`config.mk`:
```
export PLATFORM = sky130hd
export DESIGN_NAME = interrupt_controller_regs
export DESIGN_NICKNAME = d
export VERILOG_FILES = /design/src/irq_ctrl_pkg.sv /design/src/irq_sync2.sv /design/src/irq_source_detect.sv /design/src/interrupt_controller_regs.sv
export SDC_FILE = /design/constraint.sdc
export NUM_CORES = 1
export LEC_CHECK = 0
export BUFFER_PORTS_ARGS = -buffer_cell sky130_fd_sc_hd__buf_2
export CORE_ASPECT_RATIO = 1.25
export CORE_MARGIN = 1.5
export CORE_UTILIZATION = 64
export CTS_BUF_LIST = sky130_fd_sc_hd__clkbuf_2
export CTS_CLUSTER_SIZE = 25
export DETAILED_ROUTE_END_ITERATION = 16
export GPL_TIMING_DRIVEN = 0
export PLACE_DENSITY = 0.87
export SYNTH_ARGS = -nofsm -noshare
export SYNTH_HDL_FRONTEND = slang
export SYNTH_HIERARCHICAL = 1
export SYNTH_SLANG_ARGS = --single-unit
```
`constraint.sdc`:
```
create_clock -name mclk -period 3.1 [get_ports mclk]
set_clock_uncertainty 0.05 [all_clocks]
set_input_delay 0.155 -clock mclk [delete_from_list [all_inputs] [get_ports mclk]]
set_output_delay 0.155 -clock mclk [all_outputs]
set_load 0.01 [all_outputs]
```
`src/irq_ctrl_pkg.sv`:
```
package irq_ctrl_pkg;

  // Width of the device control register bus address and data.
  localparam int DCR_ADDR_W = 10;
  localparam int DCR_DATA_W = 32;
  localparam int NUM_SRC    = 32;
  localparam int NUM_PINS   = 7;
  localparam int NUM_DMA    = 4;

  // Register addresses on the device control register bus.
  localparam logic [DCR_ADDR_W-1:0] ADDR_STATUS   = 10'h0C0;
  localparam logic [DCR_ADDR_W-1:0] ADDR_ENABLE   = 10'h0C2;
  localparam logic [DCR_ADDR_W-1:0] ADDR_CLASS    = 10'h0C3;
  localparam logic [DCR_ADDR_W-1:0] ADDR_POLARITY = 10'h0C4;
  localparam logic [DCR_ADDR_W-1:0] ADDR_TRIGGER  = 10'h0C5;
  localparam logic [DCR_ADDR_W-1:0] ADDR_MASKED   = 10'h0C6;

  // Source positions within every per-source register.
  localparam int POS_SERIAL0   = 0;
  localparam int POS_SERIAL1   = 1;
  localparam int POS_TWOWIRE   = 2;
  localparam int POS_EXTMASTER = 3;
  localparam int POS_DMA_LO    = 5;
  localparam int POS_DMA_HI    = 8;
  localparam int POS_ECC       = 17;
  localparam int POS_PIN_LO    = 25;
  localparam int POS_PIN_HI    = 31;

  // Implemented bits; reserved positions 4, 9..16 and 18..24 are zero.
  localparam logic [NUM_SRC-1:0] VALID_MASK    = 32'hFE02_01EF;
  localparam logic [NUM_SRC-1:0] INTERNAL_MASK = 32'h0002_01EF;

  // Reset values of the software registers.
  localparam logic [NUM_SRC-1:0] ENABLE_RST   = 32'h0000_0000;
  localparam logic [NUM_SRC-1:0] CLASS_RST    = 32'h0000_0000;
  localparam logic [NUM_SRC-1:0] POLARITY_RST = 32'hFE02_01EF;
  localparam logic [NUM_SRC-1:0] TRIGGER_RST  = 32'h0000_0008;
  localparam logic [NUM_SRC-1:0] STATUS_RST   = 32'h0000_0000;
  localparam logic [NUM_SRC-1:0] ZERO_WORD    = 32'h0000_0000;

  // One request on the device control register bus.
  typedef struct packed {
    logic [DCR_ADDR_W-1:0] addr;
    logic                  rd;
    logic                  wr;
    logic [DCR_DATA_W-1:0] wdata;
  } dcr_req_t;

endpackage

```
`src/irq_sync2.sv`:
```
`timescale 1ns/10ps
// Two-stage synchroniser for asynchronous request pins.
module irq_sync2
  import irq_ctrl_pkg::*;
#(
  parameter int WIDTH = 7
)
(
  input  wire logic             mclk,
  input  wire logic             sys_rst,
  input  wire logic [WIDTH-1:0] async_in,
  output logic      [WIDTH-1:0] sync_out
);

  logic [WIDTH-1:0] meta_r;
  logic [WIDTH-1:0] meta_nxt;
  logic [WIDTH-1:0] stable_r;
  logic [WIDTH-1:0] stable_nxt;

  // The first stage feeds only the second stage.
  always_comb
  begin
    meta_nxt   = async_in;
    stable_nxt = meta_r;
  end

  // Both stages clear to zero under reset.
  always_ff @(posedge mclk)
  begin
    if (sys_rst)
    begin
      meta_r   <= '0;
      stable_r <= '0;
    end
    else
    begin
      meta_r   <= meta_nxt;
      stable_r <= stable_nxt;
    end
  end

  assign sync_out = stable_r;

endmodule

```
`src/irq_source_detect.sv`:
```
`timescale 1ns/10ps
// Per-source polarity correction and level or edge event detection.
module irq_source_detect
  import irq_ctrl_pkg::*;
#(
  parameter int WIDTH = 32
)
(
  input  wire logic             mclk,
  input  wire logic             sys_rst,
  input  wire logic [WIDTH-1:0] raw_req,
  input  wire logic [WIDTH-1:0] polarity,
  input  wire logic [WIDTH-1:0] edge_mode,
  output logic      [WIDTH-1:0] event_req
);

  logic [WIDTH-1:0] active;
  logic [WIDTH-1:0] prev_r;
  logic [WIDTH-1:0] prev_nxt;

  // A one in polarity treats the request as active high, a zero as active low.
  always_comb
  begin
    active    = ~(raw_req ^ polarity);
    prev_nxt  = active;
    event_req = (edge_mode & active & ~prev_r) | (~edge_mode & active);
  end

  // History starts inactive, so an asserted edge source fires once after reset.
  always_ff @(posedge mclk)
  begin
    if (sys_rst)
    begin
      prev_r <= '0;
    end
    else
    begin
      prev_r <= prev_nxt;
    end
  end

endmodule

```
`src/interrupt_controller_regs.sv`:
```
`timescale 1ns/10ps
module interrupt_controller_regs
  import irq_ctrl_pkg::*;
(
  input  wire logic                  mclk,
  input  wire logic                  sys_rst,
  input  wire dcr_req_t              dcr_req,
  output logic      [DCR_DATA_W-1:0] dcr_rdata_r,
  output logic                       dcr_ack_r,
  input  wire logic                  serial0_req,
  input  wire logic                  serial1_req,
  input  wire logic                  twowire_req,
  input  wire logic                  ext_master_req,
  input  wire logic [NUM_DMA-1:0]    dma_req,
  input  wire logic                  ecc_error_req,
  input  wire logic [NUM_PINS-1:0]   external_request_pins,
  output logic                       critical_irq_r,
  output logic                       noncritical_irq_r
);

  // Every register below has a next-value partner computed in combinational logic
  // and loaded in the single clocked process at the bottom of the module.
  // Keeping all software and output registers in one flop process makes the reset values easy to audit.
  // Reserved positions are held at zero by masking on every write path, so no
  // read path needs a mask of its own.
  // Software registers and their next values.
  logic [NUM_SRC-1:0]    interrupt_status_r;
  logic [NUM_SRC-1:0]    interrupt_status_nxt;
  logic [NUM_SRC-1:0]    interrupt_enable_r;
  logic [NUM_SRC-1:0]    interrupt_enable_nxt;
  logic [NUM_SRC-1:0]    interrupt_class_r;
  logic [NUM_SRC-1:0]    interrupt_class_nxt;
  logic [NUM_SRC-1:0]    interrupt_polarity_r;
  logic [NUM_SRC-1:0]    interrupt_polarity_nxt;
  logic [NUM_SRC-1:0]    interrupt_trigger_mode_r;
  logic [NUM_SRC-1:0]    interrupt_trigger_mode_nxt;

  // The bus answer and both interrupt lines are registered, so every output
  // of this module comes straight from a flop and carries no decode glitch.
  // The price is one cycle of latency on each of them.
  // Bus answer and interrupt outputs.
  logic [DCR_DATA_W-1:0] dcr_rdata_nxt;
  logic                  dcr_ack_nxt;
  logic                  critical_irq_nxt;
  logic                  noncritical_irq_nxt;

  // The decode strobes below are purely combinational from the bus request.
  // The request is expected to be driven from the same clock, so no
  // synchroniser sits on the bus side.
  // Decode and source wiring.
  logic [NUM_PINS-1:0]   pins_sync;
  logic [NUM_SRC-1:0]    raw_src;
  logic [NUM_SRC-1:0]    event_src;
  logic [NUM_SRC-1:0]    masked_interrupt_status;
  logic [NUM_SRC-1:0]    status_clear;
  logic                  wr_status;
  logic                  wr_enable;
  logic                  wr_class;
  logic                  wr_polarity;
  logic                  wr_trigger;

  // Only the pins are synchronised; every internal source already runs on mclk.
  // The synchroniser adds two cycles, so a pin event reaches status two cycles
  // later than an internal request does.
  // A pin pulse shorter than one clock period may be missed entirely.
  // Pins come from outside the clock domain and are synchronised first.
  irq_sync2 #(
    .WIDTH (NUM_PINS)
  ) u_pin_sync (
    .mclk     (mclk),
    .sys_rst  (sys_rst),
    .async_in (external_request_pins),
    .sync_out (pins_sync)
  );

  // The slice positions come from the package so the bit layout lives in one place.
  // Any source added later must also be added to the implemented-bit mask.
  // Gather every source into its register position; reserved positions stay zero.
  always_comb
  begin
    raw_src                            = ZERO_WORD;
    raw_src[POS_SERIAL0]               = serial0_req;
    raw_src[POS_SERIAL1]               = serial1_req;
    raw_src[POS_TWOWIRE]               = twowire_req;
    raw_src[POS_EXTMASTER]             = ext_master_req;
    raw_src[POS_DMA_HI:POS_DMA_LO]     = dma_req;
    raw_src[POS_ECC]                   = ecc_error_req;
    raw_src[POS_PIN_HI:POS_PIN_LO]     = pins_sync;
  end

  // Detection sits in front of the status register so that status only ever
  // sees active-high events, whatever the wiring of a pin.
  // A polarity change takes effect at once and can itself look like an event,
  // so software should clear status after reprogramming polarity.
  // Polarity and trigger mode shape each request before it reaches status.
  irq_source_detect #(
    .WIDTH (NUM_SRC)
  ) u_detect (
    .mclk      (mclk),
    .sys_rst   (sys_rst),
    .raw_req   (raw_src),
    .polarity  (interrupt_polarity_r),
    .edge_mode (interrupt_trigger_mode_r),
    .event_req (event_src)
  );

  // Writes to the masked view and to unmapped addresses fall through to the
  // final branch and change nothing, yet they are still acknowledged.
  // Only one strobe can be high in any cycle, which keeps the register
  // update blocks free of priority questions.
  // The trigger register sits at the address next to polarity.
  // Write decode; an address chain keeps each strobe exclusive.
  always_comb
  begin
    wr_status   = 1'b0;
    wr_enable   = 1'b0;
    wr_class    = 1'b0;
    wr_polarity = 1'b0;
    wr_trigger  = 1'b0;
    if (dcr_req.wr)
    begin
      if (dcr_req.addr == ADDR_STATUS)
      begin
        wr_status = 1'b1;
      end
      else if (dcr_req.addr == ADDR_ENABLE)
      begin
        wr_enable = 1'b1;
      end
      else if (dcr_req.addr == ADDR_CLASS)
      begin
        wr_class = 1'b1;
      end
      else if (dcr_req.addr == ADDR_POLARITY)
      begin
        wr_polarity = 1'b1;
      end
      else if (dcr_req.addr == ADDR_TRIGGER)
      begin
        wr_trigger = 1'b1;
      end
      else
      begin
        wr_status = 1'b0;
      end
    end
  end

  // Write-one-to-clear lets software clear exactly the bits it has serviced
  // without a read-modify-write race against new events.
  // A level source that is still active sets its bit again at once, so the
  // handler must first quiet the source and only then clear the status bit.
  // Disabled sources still record events; the enable only gates delivery.
  // Status: a one written clears that bit, but a new event in the same cycle wins.
  always_comb
  begin
    status_clear         = wr_status ? dcr_req.wdata : ZERO_WORD;
    interrupt_status_nxt = ((interrupt_status_r & ~status_clear)
                           | event_src) & VALID_MASK;
  end

  // All four configuration registers are plain read and write storage.
  // Masking on write rather than on read means reserved bits are never stored,
  // which also keeps them out of the interrupt tree.
  // Configuration registers keep only implemented bits so reserved ones read zero.
  always_comb
  begin
    interrupt_enable_nxt       = interrupt_enable_r;
    interrupt_class_nxt        = interrupt_class_r;
    interrupt_polarity_nxt     = interrupt_polarity_r;
    interrupt_trigger_mode_nxt = interrupt_trigger_mode_r;
    if (wr_enable)
    begin
      interrupt_enable_nxt = dcr_req.wdata & VALID_MASK;
    end
    if (wr_class)
    begin
      interrupt_class_nxt = dcr_req.wdata & VALID_MASK;
    end
    if (wr_polarity)
    begin
      // Internal sources are meant to stay active high; the bit is still stored as written.
      interrupt_polarity_nxt = dcr_req.wdata & VALID_MASK;
    end
    if (wr_trigger)
    begin
      interrupt_trigger_mode_nxt = dcr_req.wdata & VALID_MASK;
    end
  end

  // The trade-off is one extra gate level on both the read path and the
  // interrupt path, which is cheap next to a second copy of the status bits.
  // The masked view is never stored, so it can never disagree with its inputs.
  always_comb
  begin
    masked_interrupt_status = interrupt_status_r & interrupt_enable_r;
  end

  // Each masked bit feeds exactly one of the two outputs, chosen by its class.
  // Registering the result keeps glitches of the reduction trees off the
  // interrupt inputs of the core.
  // Interrupt outputs split the masked view by class.
  always_comb
  begin
    critical_irq_nxt    = |(masked_interrupt_status & interrupt_class_r);
    noncritical_irq_nxt = |(masked_interrupt_status & ~interrupt_class_r);
  end

  // Reads have no side effects, so a repeated read is harmless.
  // The data returns with the acknowledge one cycle after the request and
  // is zero in every other cycle, so several slaves can share one return bus.
  // A read sees the register value from before any update in the same cycle.
  // Read mux; an unmapped address answers with zero so the core never hangs.
  always_comb
  begin
    dcr_ack_nxt   = dcr_req.rd | dcr_req.wr;
    dcr_rdata_nxt = ZERO_WORD;
    if (dcr_req.rd)
    begin
      if (dcr_req.addr == ADDR_STATUS)
      begin
        dcr_rdata_nxt = interrupt_status_r;
      end
      else if (dcr_req.addr == ADDR_ENABLE)
      begin
        dcr_rdata_nxt = interrupt_enable_r;
      end
      else if (dcr_req.addr == ADDR_CLASS)
      begin
        dcr_rdata_nxt = interrupt_class_r;
      end
      else if (dcr_req.addr == ADDR_POLARITY)
      begin
        dcr_rdata_nxt = interrupt_polarity_r;
      end
      else if (dcr_req.addr == ADDR_TRIGGER)
      begin
        dcr_rdata_nxt = interrupt_trigger_mode_r;
      end
      else if (dcr_req.addr == ADDR_MASKED)
      begin
        dcr_rdata_nxt = masked_interrupt_status;
      end
      else
      begin
        dcr_rdata_nxt = ZERO_WORD;
      end
    end
  end

  // The reset branch assigns package constants and literal zeros only.
  // Every register loads its next value on each edge; holding is done in the
  // next-value logic rather than by a clock enable.
  // All software and output registers; reset gives a quiet controller with every source disabled.
  always_ff @(posedge mclk)
  begin
    if (sys_rst)
    begin
      interrupt_status_r       <= STATUS_RST;
      interrupt_enable_r       <= ENABLE_RST;
      interrupt_class_r        <= CLASS_RST;
      interrupt_polarity_r     <= POLARITY_RST;
      interrupt_trigger_mode_r <= TRIGGER_RST;
      dcr_rdata_r              <= ZERO_WORD;
      dcr_ack_r                <= 1'b0;
      critical_irq_r           <= 1'b0;
      noncritical_irq_r        <= 1'b0;
    end
    else
    begin
      interrupt_status_r       <= interrupt_status_nxt;
      interrupt_enable_r       <= interrupt_enable_nxt;
      interrupt_class_r        <= interrupt_class_nxt;
      interrupt_polarity_r     <= interrupt_polarity_nxt;
      interrupt_trigger_mode_r <= interrupt_trigger_mode_nxt;
      dcr_rdata_r              <= dcr_rdata_nxt;
      dcr_ack_r                <= dcr_ack_nxt;
      critical_irq_r           <= critical_irq_nxt;
      noncritical_irq_r        <= noncritical_irq_nxt;
    end
  end

endmodule

```
; ---- Yosys cells after proc, flatten, opt, wreduce, memory -nomap -nowiden
; Index checks and enable logic that the tools add are counted.
[op_classes]
n_mux = 27
bitwise = 17
eq_ne = 6
n_reduce_logical = 3
[op_table]
columns = operator, count
row1 = $and A32 B32 Y32, 7
row2 = $mux W32, 7
row3 = $not A32 Y32, 5
row4 = $or A32 B32 Y32, 2
row5 = $reduce_or A32 Y1, 2
row6 = $eq A10 B8 Y1 const B, 6
row7 = $xor A32 B32 Y32, 1
row8 = $mux W1, 20
row9 = $reduce_or A2 Y1, 1
row10 = $not A1 Y1, 1
row11 = $or A1 B1 Y1, 1
[totals]
in_bits = 62
regBits = 177
wordCells = 66
out_inout_bits = 35

; ---- Longest topological paths before layout
; Gate-level depths: netlist of run 1.
[depth]
word_depth = 7
mapped_depth = 7
mapped_depth_nobuf = 4

; ---- Cells and area by module
; Netlist of run 1, hierarchy kept.
[modules_own_cells]
columns = mod, seq_area_each_um2, area_each_um2, cells_per_inst, n_inst
row1 = interrupt_controller_regs, 1981.9, 4665.7, 573, 1
row2 = irq_source_detect, 640.6, 1234.9, 131, 1
row3 = irq_sync2, 280.3, 407.9, 29, 1

; ---- Worst setup path after synthesis of run 1
; No wires, ideal clock.
[synth_timing]
path_type = input port to flip-flop
start = input port dcr_req[36] (netlist bit)
end = register dcr_rdata_r[17]
path_slack_ps = 1581
path_buffers = 1
path_stages = 5
t_arrival_ps = 1347
t_required_ps = 2928
path_cell_list = buf_2 > or4_4 > or3_4 > o221ai_1 > a21oi_1
[synth_via]
elab_chain_len = 7
word_cells_on_any_way = 12
cone_classes = eq/ne (6) / mux (6)
[synth_rtl]
columns = item, line
row1 = start: declaration, interrupt_controller_regs.sv:7  ; input wire dcr_req_t dcr_req,
row2 = $eq A10 B8 Y1, interrupt_controller_regs.sv:240  ; else if (dcr_req.addr == ADDR_MASKED)
row3 = $mux W32, interrupt_controller_regs.sv:240
row4 = $mux W32, interrupt_controller_regs.sv:236  ; else if (dcr_req.addr == ADDR_TRIGGER)
row5 = $mux W32, interrupt_controller_regs.sv:232  ; else if (dcr_req.addr == ADDR_POLARITY)
row6 = $mux W32, interrupt_controller_regs.sv:228  ; else if (dcr_req.addr == ADDR_CLASS)
row7 = $mux W32, interrupt_controller_regs.sv:224  ; else if (dcr_req.addr == ADDR_ENABLE)
row8 = $mux W32 *, interrupt_controller_regs.sv:220  ; if (dcr_req.addr == ADDR_STATUS)
row9 = end signal: assignment, interrupt_controller_regs.sv:276  ; dcr_rdata_r <= dcr_rdata_nxt;
row10 = end: declaration, interrupt_controller_regs.sv:8  ; output logic [DCR_DATA_W-1:0] dcr_rdata_r,
; Mark *: on every way between the ends. The rest lies on a longest branch, timed or not.
; A chain may end at the register's enable or synchronous reset.

; ---- Worst setup path after layout of run 1
[layout_timing]
start = input port dcr_req[42] (netlist bit)
end = register interrupt_status_r[8]
[layout_via]
elab_chain_len = 7
[layout_rtl]
columns = item, line
row1 = $eq A10 B8 Y1, interrupt_controller_regs.sv:122  ; if (dcr_req.addr == ADDR_STATUS)
row2 = $mux W1, interrupt_controller_regs.sv:122
row3 = $mux W1, interrupt_controller_regs.sv:120  ; if (dcr_req.wr)
row4 = $mux W32, interrupt_controller_regs.sv:157  ; status_clear = wr_status ? dcr_req.wdata : ZERO_WORD;
row5 = $not A32 Y32, interrupt_controller_regs.sv:158  ; interrupt_status_nxt = ((interrupt_status_r & ~status_clear)
row6 = $and A32 B32 Y32, interrupt_controller_regs.sv:158
row7 = $or A32 B32 Y32, interrupt_controller_regs.sv:159  ; | event_src) & VALID_MASK;
row8 = end signal: assignment, interrupt_controller_regs.sv:271  ; interrupt_status_r <= interrupt_status_nxt;
row9 = end: declaration, interrupt_controller_regs.sv:27  ; logic [NUM_SRC-1:0] interrupt_status_r;
; Every way passes these cells.

==> flow_summary.yaml, run 1 <==
sta:
  fmax_mhz: 387
  finalSetupTns_ns: 0
  hold_viol_final: 0
  post-route-min-period_ns: 2.58
  relSlewSlack_pct: 51.3
  setup_viol_count_final: 0
  drv_slew: 0
  period_share_pct: 83.4
  rsz0062_at_grt: "false"
  tightest_slew_ns: 0.730
hold_path:
  hold_path_depth: 5
  hold_class: "in -> reg"
  hp-start: "dcr_req[40]"
  whs_endpoint: "dcr_rdata_r[1]"
drt:
  first_pass_iters: 8
  vias: 6017
  wl_per_cell_um: 22.1
  drt_iter0_markers: 1040
  postRouteAntennaNets: 0
  avgViaCountPerCell: 6.31
  routed_wl_um: 21100
  drc: 0
setup_path:
  r2r_slack_ns: 1.33
  timing.rr.end: "interrupt_status_r[8]"
  end_kind: "register"
  worst_r2r_path_depth: 5
  critPathKind: "in -> reg"
  critical_path_peak_fanout: 10
  r2r-start: "interrupt_polarity_r[8]"
  crit_path_start: "dcr_req[42]"
  start_kind: "input pin"
  required_ns: 3.70
  crit_arrival_ns: 3.18
pwr:
  intPower_w: 0.00220
  p_sw_w: 0.000874
  p_total_w: 0.00307
  power_frac_clock_pct: 33.1
  p_per_area_nw_per_um2: 439
  p_comb_share_pct: 10.9
  ir_worst_vdd_mv: 0.398
  seqPwrFrac_pct: 56.0
  power.leakage_nw: 2.84
  switching_share_pct: 28.4
floorplan:
  initial_core_util_pct: 66.0
  die_x_um: 87.5
  die_area_um2: 9500
  core_area_um2: 8650
  io_pins: 97
  rows: 38
  fp.dieH_um: 109
grt:
  grt_max_degree: 17
  grt_overflow: 0
  grt_pass1_vias: 5886
  grt_first_pass_wirelength_um: 31900
  track_usage_pct: 45.7
  antenna_found_initial: 0
finish:
  nets: 884
  instances_no_fill: 953
  final-seq-area_um2: 2580
  drive_above_1_share_pct: 17.6
  n_antenna_cell: 0
  multi_input_area_um2: 2770
  fill_cells: 543
  area_growth_syn_to_layout_pct: 22.7
run:
  maxCapViolations: 0
clock_network:
  htree_levels: 4
  cts_setup_buffers: 0
  ctsResizeCount: 0
  numClockSinks: 129
  cts_root_buffer: "clkbuf_2"
  clk_latency_ns: 0.75
  clock_path_buffers: 2
  cts_tree: "yes"
  clk_pin_slew_ns: 0.19
  numCtsBuffers: 17
placement:
  io_buffers: 63
  dpl.cell_count: 867
  place_congestion: 0.998
  hpwlAfterDp_um: 12700
synth:
  yosysWarnings: 6
  syn_area_um2: 5710
  syn-instance-count: 669
  syn_area_per_cell_um2: 8.53
outcome:
  status: "finished, final reports clean"
[worst max-delay path: stages]
cell	delay [ns]
dlygate4sd3_1	0.55
buf_2	0.17
nor4_4	0.36
nand3_1	0.32
nor2_2	0.54
buf_2	0.37
a311oi_1	0.13
dlygate4sd3_1	0.60
[cell usage in the layout (no fill, tap or decap), types with 8 or more instances in the layout]
| cell | instances |
|---|---|
| a21oi_1 | 57 |
| a22oi_1 | 8 |
| a311oi_1 | 16 |
| buf_2 | 75 |
| buf_4 | 19 |
| clkbuf_1 | 19 |
| clkbuf_2 | 19 |
| conb_1 | 16 |
| dfxtp_1 | 129 |
| dlygate4sd3_1 | 56 |
| inv_1 | 20 |
| mux2i_1 | 24 |
| nand2_1 | 120 |
| nand3_1 | 19 |
| nand3b_1 | 20 |
| nor2_1 | 65 |
| nor2b_1 | 14 |
| nor2b_2 | 10 |
| nor3_1 | 11 |
| o22ai_1 | 14 |
| o2bb2ai_1 | 10 |
| xor2_1 | 16 |
[routing by layer]
layer  part of all wire [%]  track usage, %
met1                     36            56.6
met2                     45            72.1
met3                     12            12.3
met4                    6.4            24.7
met5                      0               0
[layout make-up]
type | count | share of cell area [%]
Inverter | 20 | 1.07
Clock buffer | 19 | 1.36
Tap cell | 120 | 2.14
Timing Repair Buffer | 119 | 12.5
Sequential cell | 129 | 36.9
Buffer | 56 | 4.77
Clock inverter | 11 | 1.68
Multi-Input combinational cell | 479 | 39.6
[what timing repair did]
| item | 4_1_cts | 5_1_grt |
|---|---|---|
| endpoints found under the setup margin | 0 | 0 |
| hold buffers | 56 | 0 |
| hold endpoints to repair | 119 | 0 |
[through the flow]
stage | worst slack [ns] | cell area, um2 | utilization, % | hold slack, ns
after global placement | 0.831 | 6230 | 72.0 | 0.310
after CTS | 0.647 | 7000 | 80.9 | 0.0210
after detailed placement | 0.857 | 6230 | 72.0 | 0.319
after global routing | 0.504 | 7000 | 80.9 | 0.0207
after floorplan | 1.58 | 5760 | - | 0.177
final | 0.515 | 7000 | 80.9 | 0.0101
[state kept, by name (all words and copies together) (netlist names)]
signal / cells
interrupt_class_r: 16
interrupt_trigger_mode_r: 16
interrupt_polarity_r: 16
critical_irq_r: 1
dcr_rdata_r: 16
interrupt_status_r: 16
u_pin_sync/meta_r: 7
interrupt_enable_r: 16
u_detect/prev_r: 16
noncritical_irq_r: 1
dcr_ack_r: 1
u_pin_sync/sync_out: 7
[worst max path at each step]
stage | end | depth (start not counted)
2_1_floorplan | dcr_rdata_r[17] | 5
3_3_place_gp | interrupt_status_r[25] | 7
3_5_place_dp | interrupt_status_r[25] | 7
4_1_cts | interrupt_status_r[17] | 8
5_1_grt | interrupt_status_r[17] | 8
6_report | interrupt_status_r[8] | 8
[power by group through the flow]
stage                     combinational [W]  sequential [W]  clock, W
after floorplan                    0.000152         0.00174         0
after global placement             0.000244         0.00175         0
after detailed placement           0.000251         0.00175         0
after CTS                          0.000307         0.00172  0.000971
after global routing               0.000349         0.00172   0.00105
final                              0.000336         0.00172   0.00102
(Power assumes the default switching activity.)
==> run 2: changes to the inputs <==
--- a/config.mk
+++ b/config.mk
@@ -8,12 +8,12 @@
 export BUFFER_PORTS_ARGS = -buffer_cell sky130_fd_sc_hd__buf_2
 export CORE_ASPECT_RATIO = 1.25
 export CORE_MARGIN = 1.5
-export CORE_UTILIZATION = 64
+export CORE_UTILIZATION = 59
 export CTS_BUF_LIST = sky130_fd_sc_hd__clkbuf_2
 export CTS_CLUSTER_SIZE = 25
 export DETAILED_ROUTE_END_ITERATION = 16
 export GPL_TIMING_DRIVEN = 0
-export PLACE_DENSITY = 0.87
+export PLACE_DENSITY = 0.81
 export SYNTH_ARGS = -nofsm -noshare
 export SYNTH_HDL_FRONTEND = slang
 export SYNTH_HIERARCHICAL = 1
==> constraint.sdc (replaced) <==
create_clock -name mclk -period 2.54 [get_ports mclk]
set_clock_uncertainty 0.05 [all_clocks]
set_input_delay 0.127 -clock mclk [delete_from_list [all_inputs] [get_ports mclk]]
set_output_delay 0.127 -clock mclk [all_outputs]
set_load 0.01 [all_outputs]
==> flow_summary.yaml, run 2 (synthesis results as in run 1) <==
outcome:
  status: "finished, final reports clean"
sta:
  hold_slack_ns: 0.0727
  rsz0062_at_grt: "false"
  period_share_pct: 85.9
  finalSetupTns_ns: 0
  fmax_mhz: 458
  drv_slew: 0
  setup_viol_count_final: 0
  hold_viol_final: 0
  relSlewSlack_pct: 50.8
  post-route-min-period_ns: 2.18
  tightest_slew_ns: 0.738
  layout_setup_ws_ns: 0.358
pwr:
  ir_worst_vdd_mv: 0.414
  p_per_area_nw_per_um2: 545
  p_total_w: 0.00386
  power.leakage_nw: 2.89
hold_path:
  hold_class: "in -> reg"
  hp-start: "dcr_req[40]"
  whs_endpoint: "dcr_rdata_r[5]"
  hold_path_depth: 4
grt:
  grt_first_pass_wirelength_um: 29700
  grt_max_degree: 17
  grt_overflow: 0
  grt_pass1_vias: 5584
  antenna_found_initial: 0
  track_usage_pct: 38.1
clock_network:
  cts_setup_buffers: 0
  numClockSinks: 129
  cts_root_buffer: "clkbuf_2"
  cts_tree: "yes"
  htree_levels: 4
  clock_path_buffers: 2
  numCtsBuffers: 17
  clk_pin_slew_ns: 0.22
  clk_latency_ns: 0.70
floorplan:
  rows: 39
  die_x_um: 91.0
  fp.dieH_um: 113
  core_area_um2: 9270
  die_area_um2: 10300
  initial_core_util_pct: 61.6
  io_pins: 97
setup_path:
  timing.rr.end: "interrupt_status_r[0]"
  worst_r2r_path_depth: 5
  crit_slowest_cell: "dlygate4sd3_1"
  worst_path_most_repeated_cell: "dlygate4sd3_1"
  r2r_slack_ns: 0.72
  required_ns: 3.09
  slowest_delay_ns: 0.59
  critical_path_peak_fanout: 7
  start_kind: "input pin"
  crit_chain: "dlygate4sd3_1, buf_2, nor4_4, nand3_1, nor2_2, a311oi_1, dlygate4sd3_1"
  r2r-start: "interrupt_polarity_r[0]"
  crit_arrival_ns: 2.73
  end_kind: "register"
  critPathKind: "in -> reg"
placement:
  place_congestion: 1.01
  hpwlAfterDp_um: 12600
  dpl.cell_count: 870
  io_buffers: 63
  preCtsSetupSlack_ns: 0.347
finish:
  drive_above_1_share_pct: 17.6
  final_common_cell: "dfxtp_1"
  area_growth_syn_to_layout_pct: 24.2
  n_antenna_cell: 0
  nets: 888
  instances_no_fill: 962
  layout_common_cells: "dfxtp_1, nand2_1, buf_2, nor2_1, dlygate4sd3_1"
drt:
  drt_iter0_markers: 667
  vias: 5802
  routed_wl_um: 19400
  postRouteAntennaNets: 0
  avgViaCountPerCell: 6.03
  first_pass_iters: 8
  wl_per_cell_um: 20.1
  drc: 0
run:
  maxCapViolations: 0
==> run 2: cell count changes in the layout (fill, tap and decap cells not counted), moves of 2 or more <==
| cell | change |
|---|---|
| inv_6 | +2 |
| dlygate4sd3_1 | +4 |
| clkinvlp_4 | -3 |
| clkinv_4 | +2 |
==> run 2: power by group <==
group	switching, W	internal, W
clock network	0.000806	0.000553
logic	0.000222	0.000183
registers	0.0000304	0.00207
total	0.00106	0.00280
==> run 2: final cells by class <==
type                    instances  area, um2
plain buffers                  56        334
clock buffers                  18       90.1
flip-flops and latches        129       2580
multi-input cells             479       2770
inverters                      20       75.1
fillers                       622       2180
repair buffers                123        916
well taps                     123        154
clock inverters                14        164
==> run 2: worst max-delay path by stage <==
stage | start | endpoint | slack [ns]
finish | dcr_req[43] | interrupt_status_r[0] | 0.36
global route | dcr_req[43] | interrupt_status_r[2] | 0.30
CTS | dcr_req[39] | interrupt_status_r[6] | 0.50
detailed placement | dcr_req[35] | interrupt_status_r[8] | 0.35
global placement | dcr_req[35] | interrupt_status_r[25] | 0.39
floorplan | dcr_req[36] | dcr_rdata_r[17] | 1.05
==> run 2: critical path, delay by kind of cell <==
family	cells	cell delay, ns
buffers and inverters	3	1.30
AO/OA/AOI/OAI	1	0.15
AND/OR/NAND/NOR	3	1.16
==> run 2: routing by layer <==
| metal | wire [um] | up-vias | GRT usage [%] |
|---|---|---|---|
| met4 | 1030 | 0 | 23.9 |
| met3 | 2090 | 83 | 7.66 |
| met2 | 8780 | 420 | 61.1 |
| met5 | 0 | - | 0 |
| li1 | - | 2598 | - |
| met1 | 7460 | 2701 | 46.9 |
==> run 2: per-stage QoR <==
stage | utilization, % | cell area [um2]
3_5_place_dp | 67.2 | 6230
5_1_grt | 76.5 | 7090
2_1_floorplan | - | 5760
3_3_place_gp | 67.2 | 6230
4_1_cts | 76.5 | 7090
6_report | 76.5 | 7090
==> run 2: repair_timing <==
| action | 4_1_cts | 5_1_grt |
|---|---|---|
| gates resized for setup | 0 | 0 |
| hold endpoints to repair | 125 | 0 |
| setup endpoints to repair | 0 | 0 |
| hold buffers | 60 | 0 |
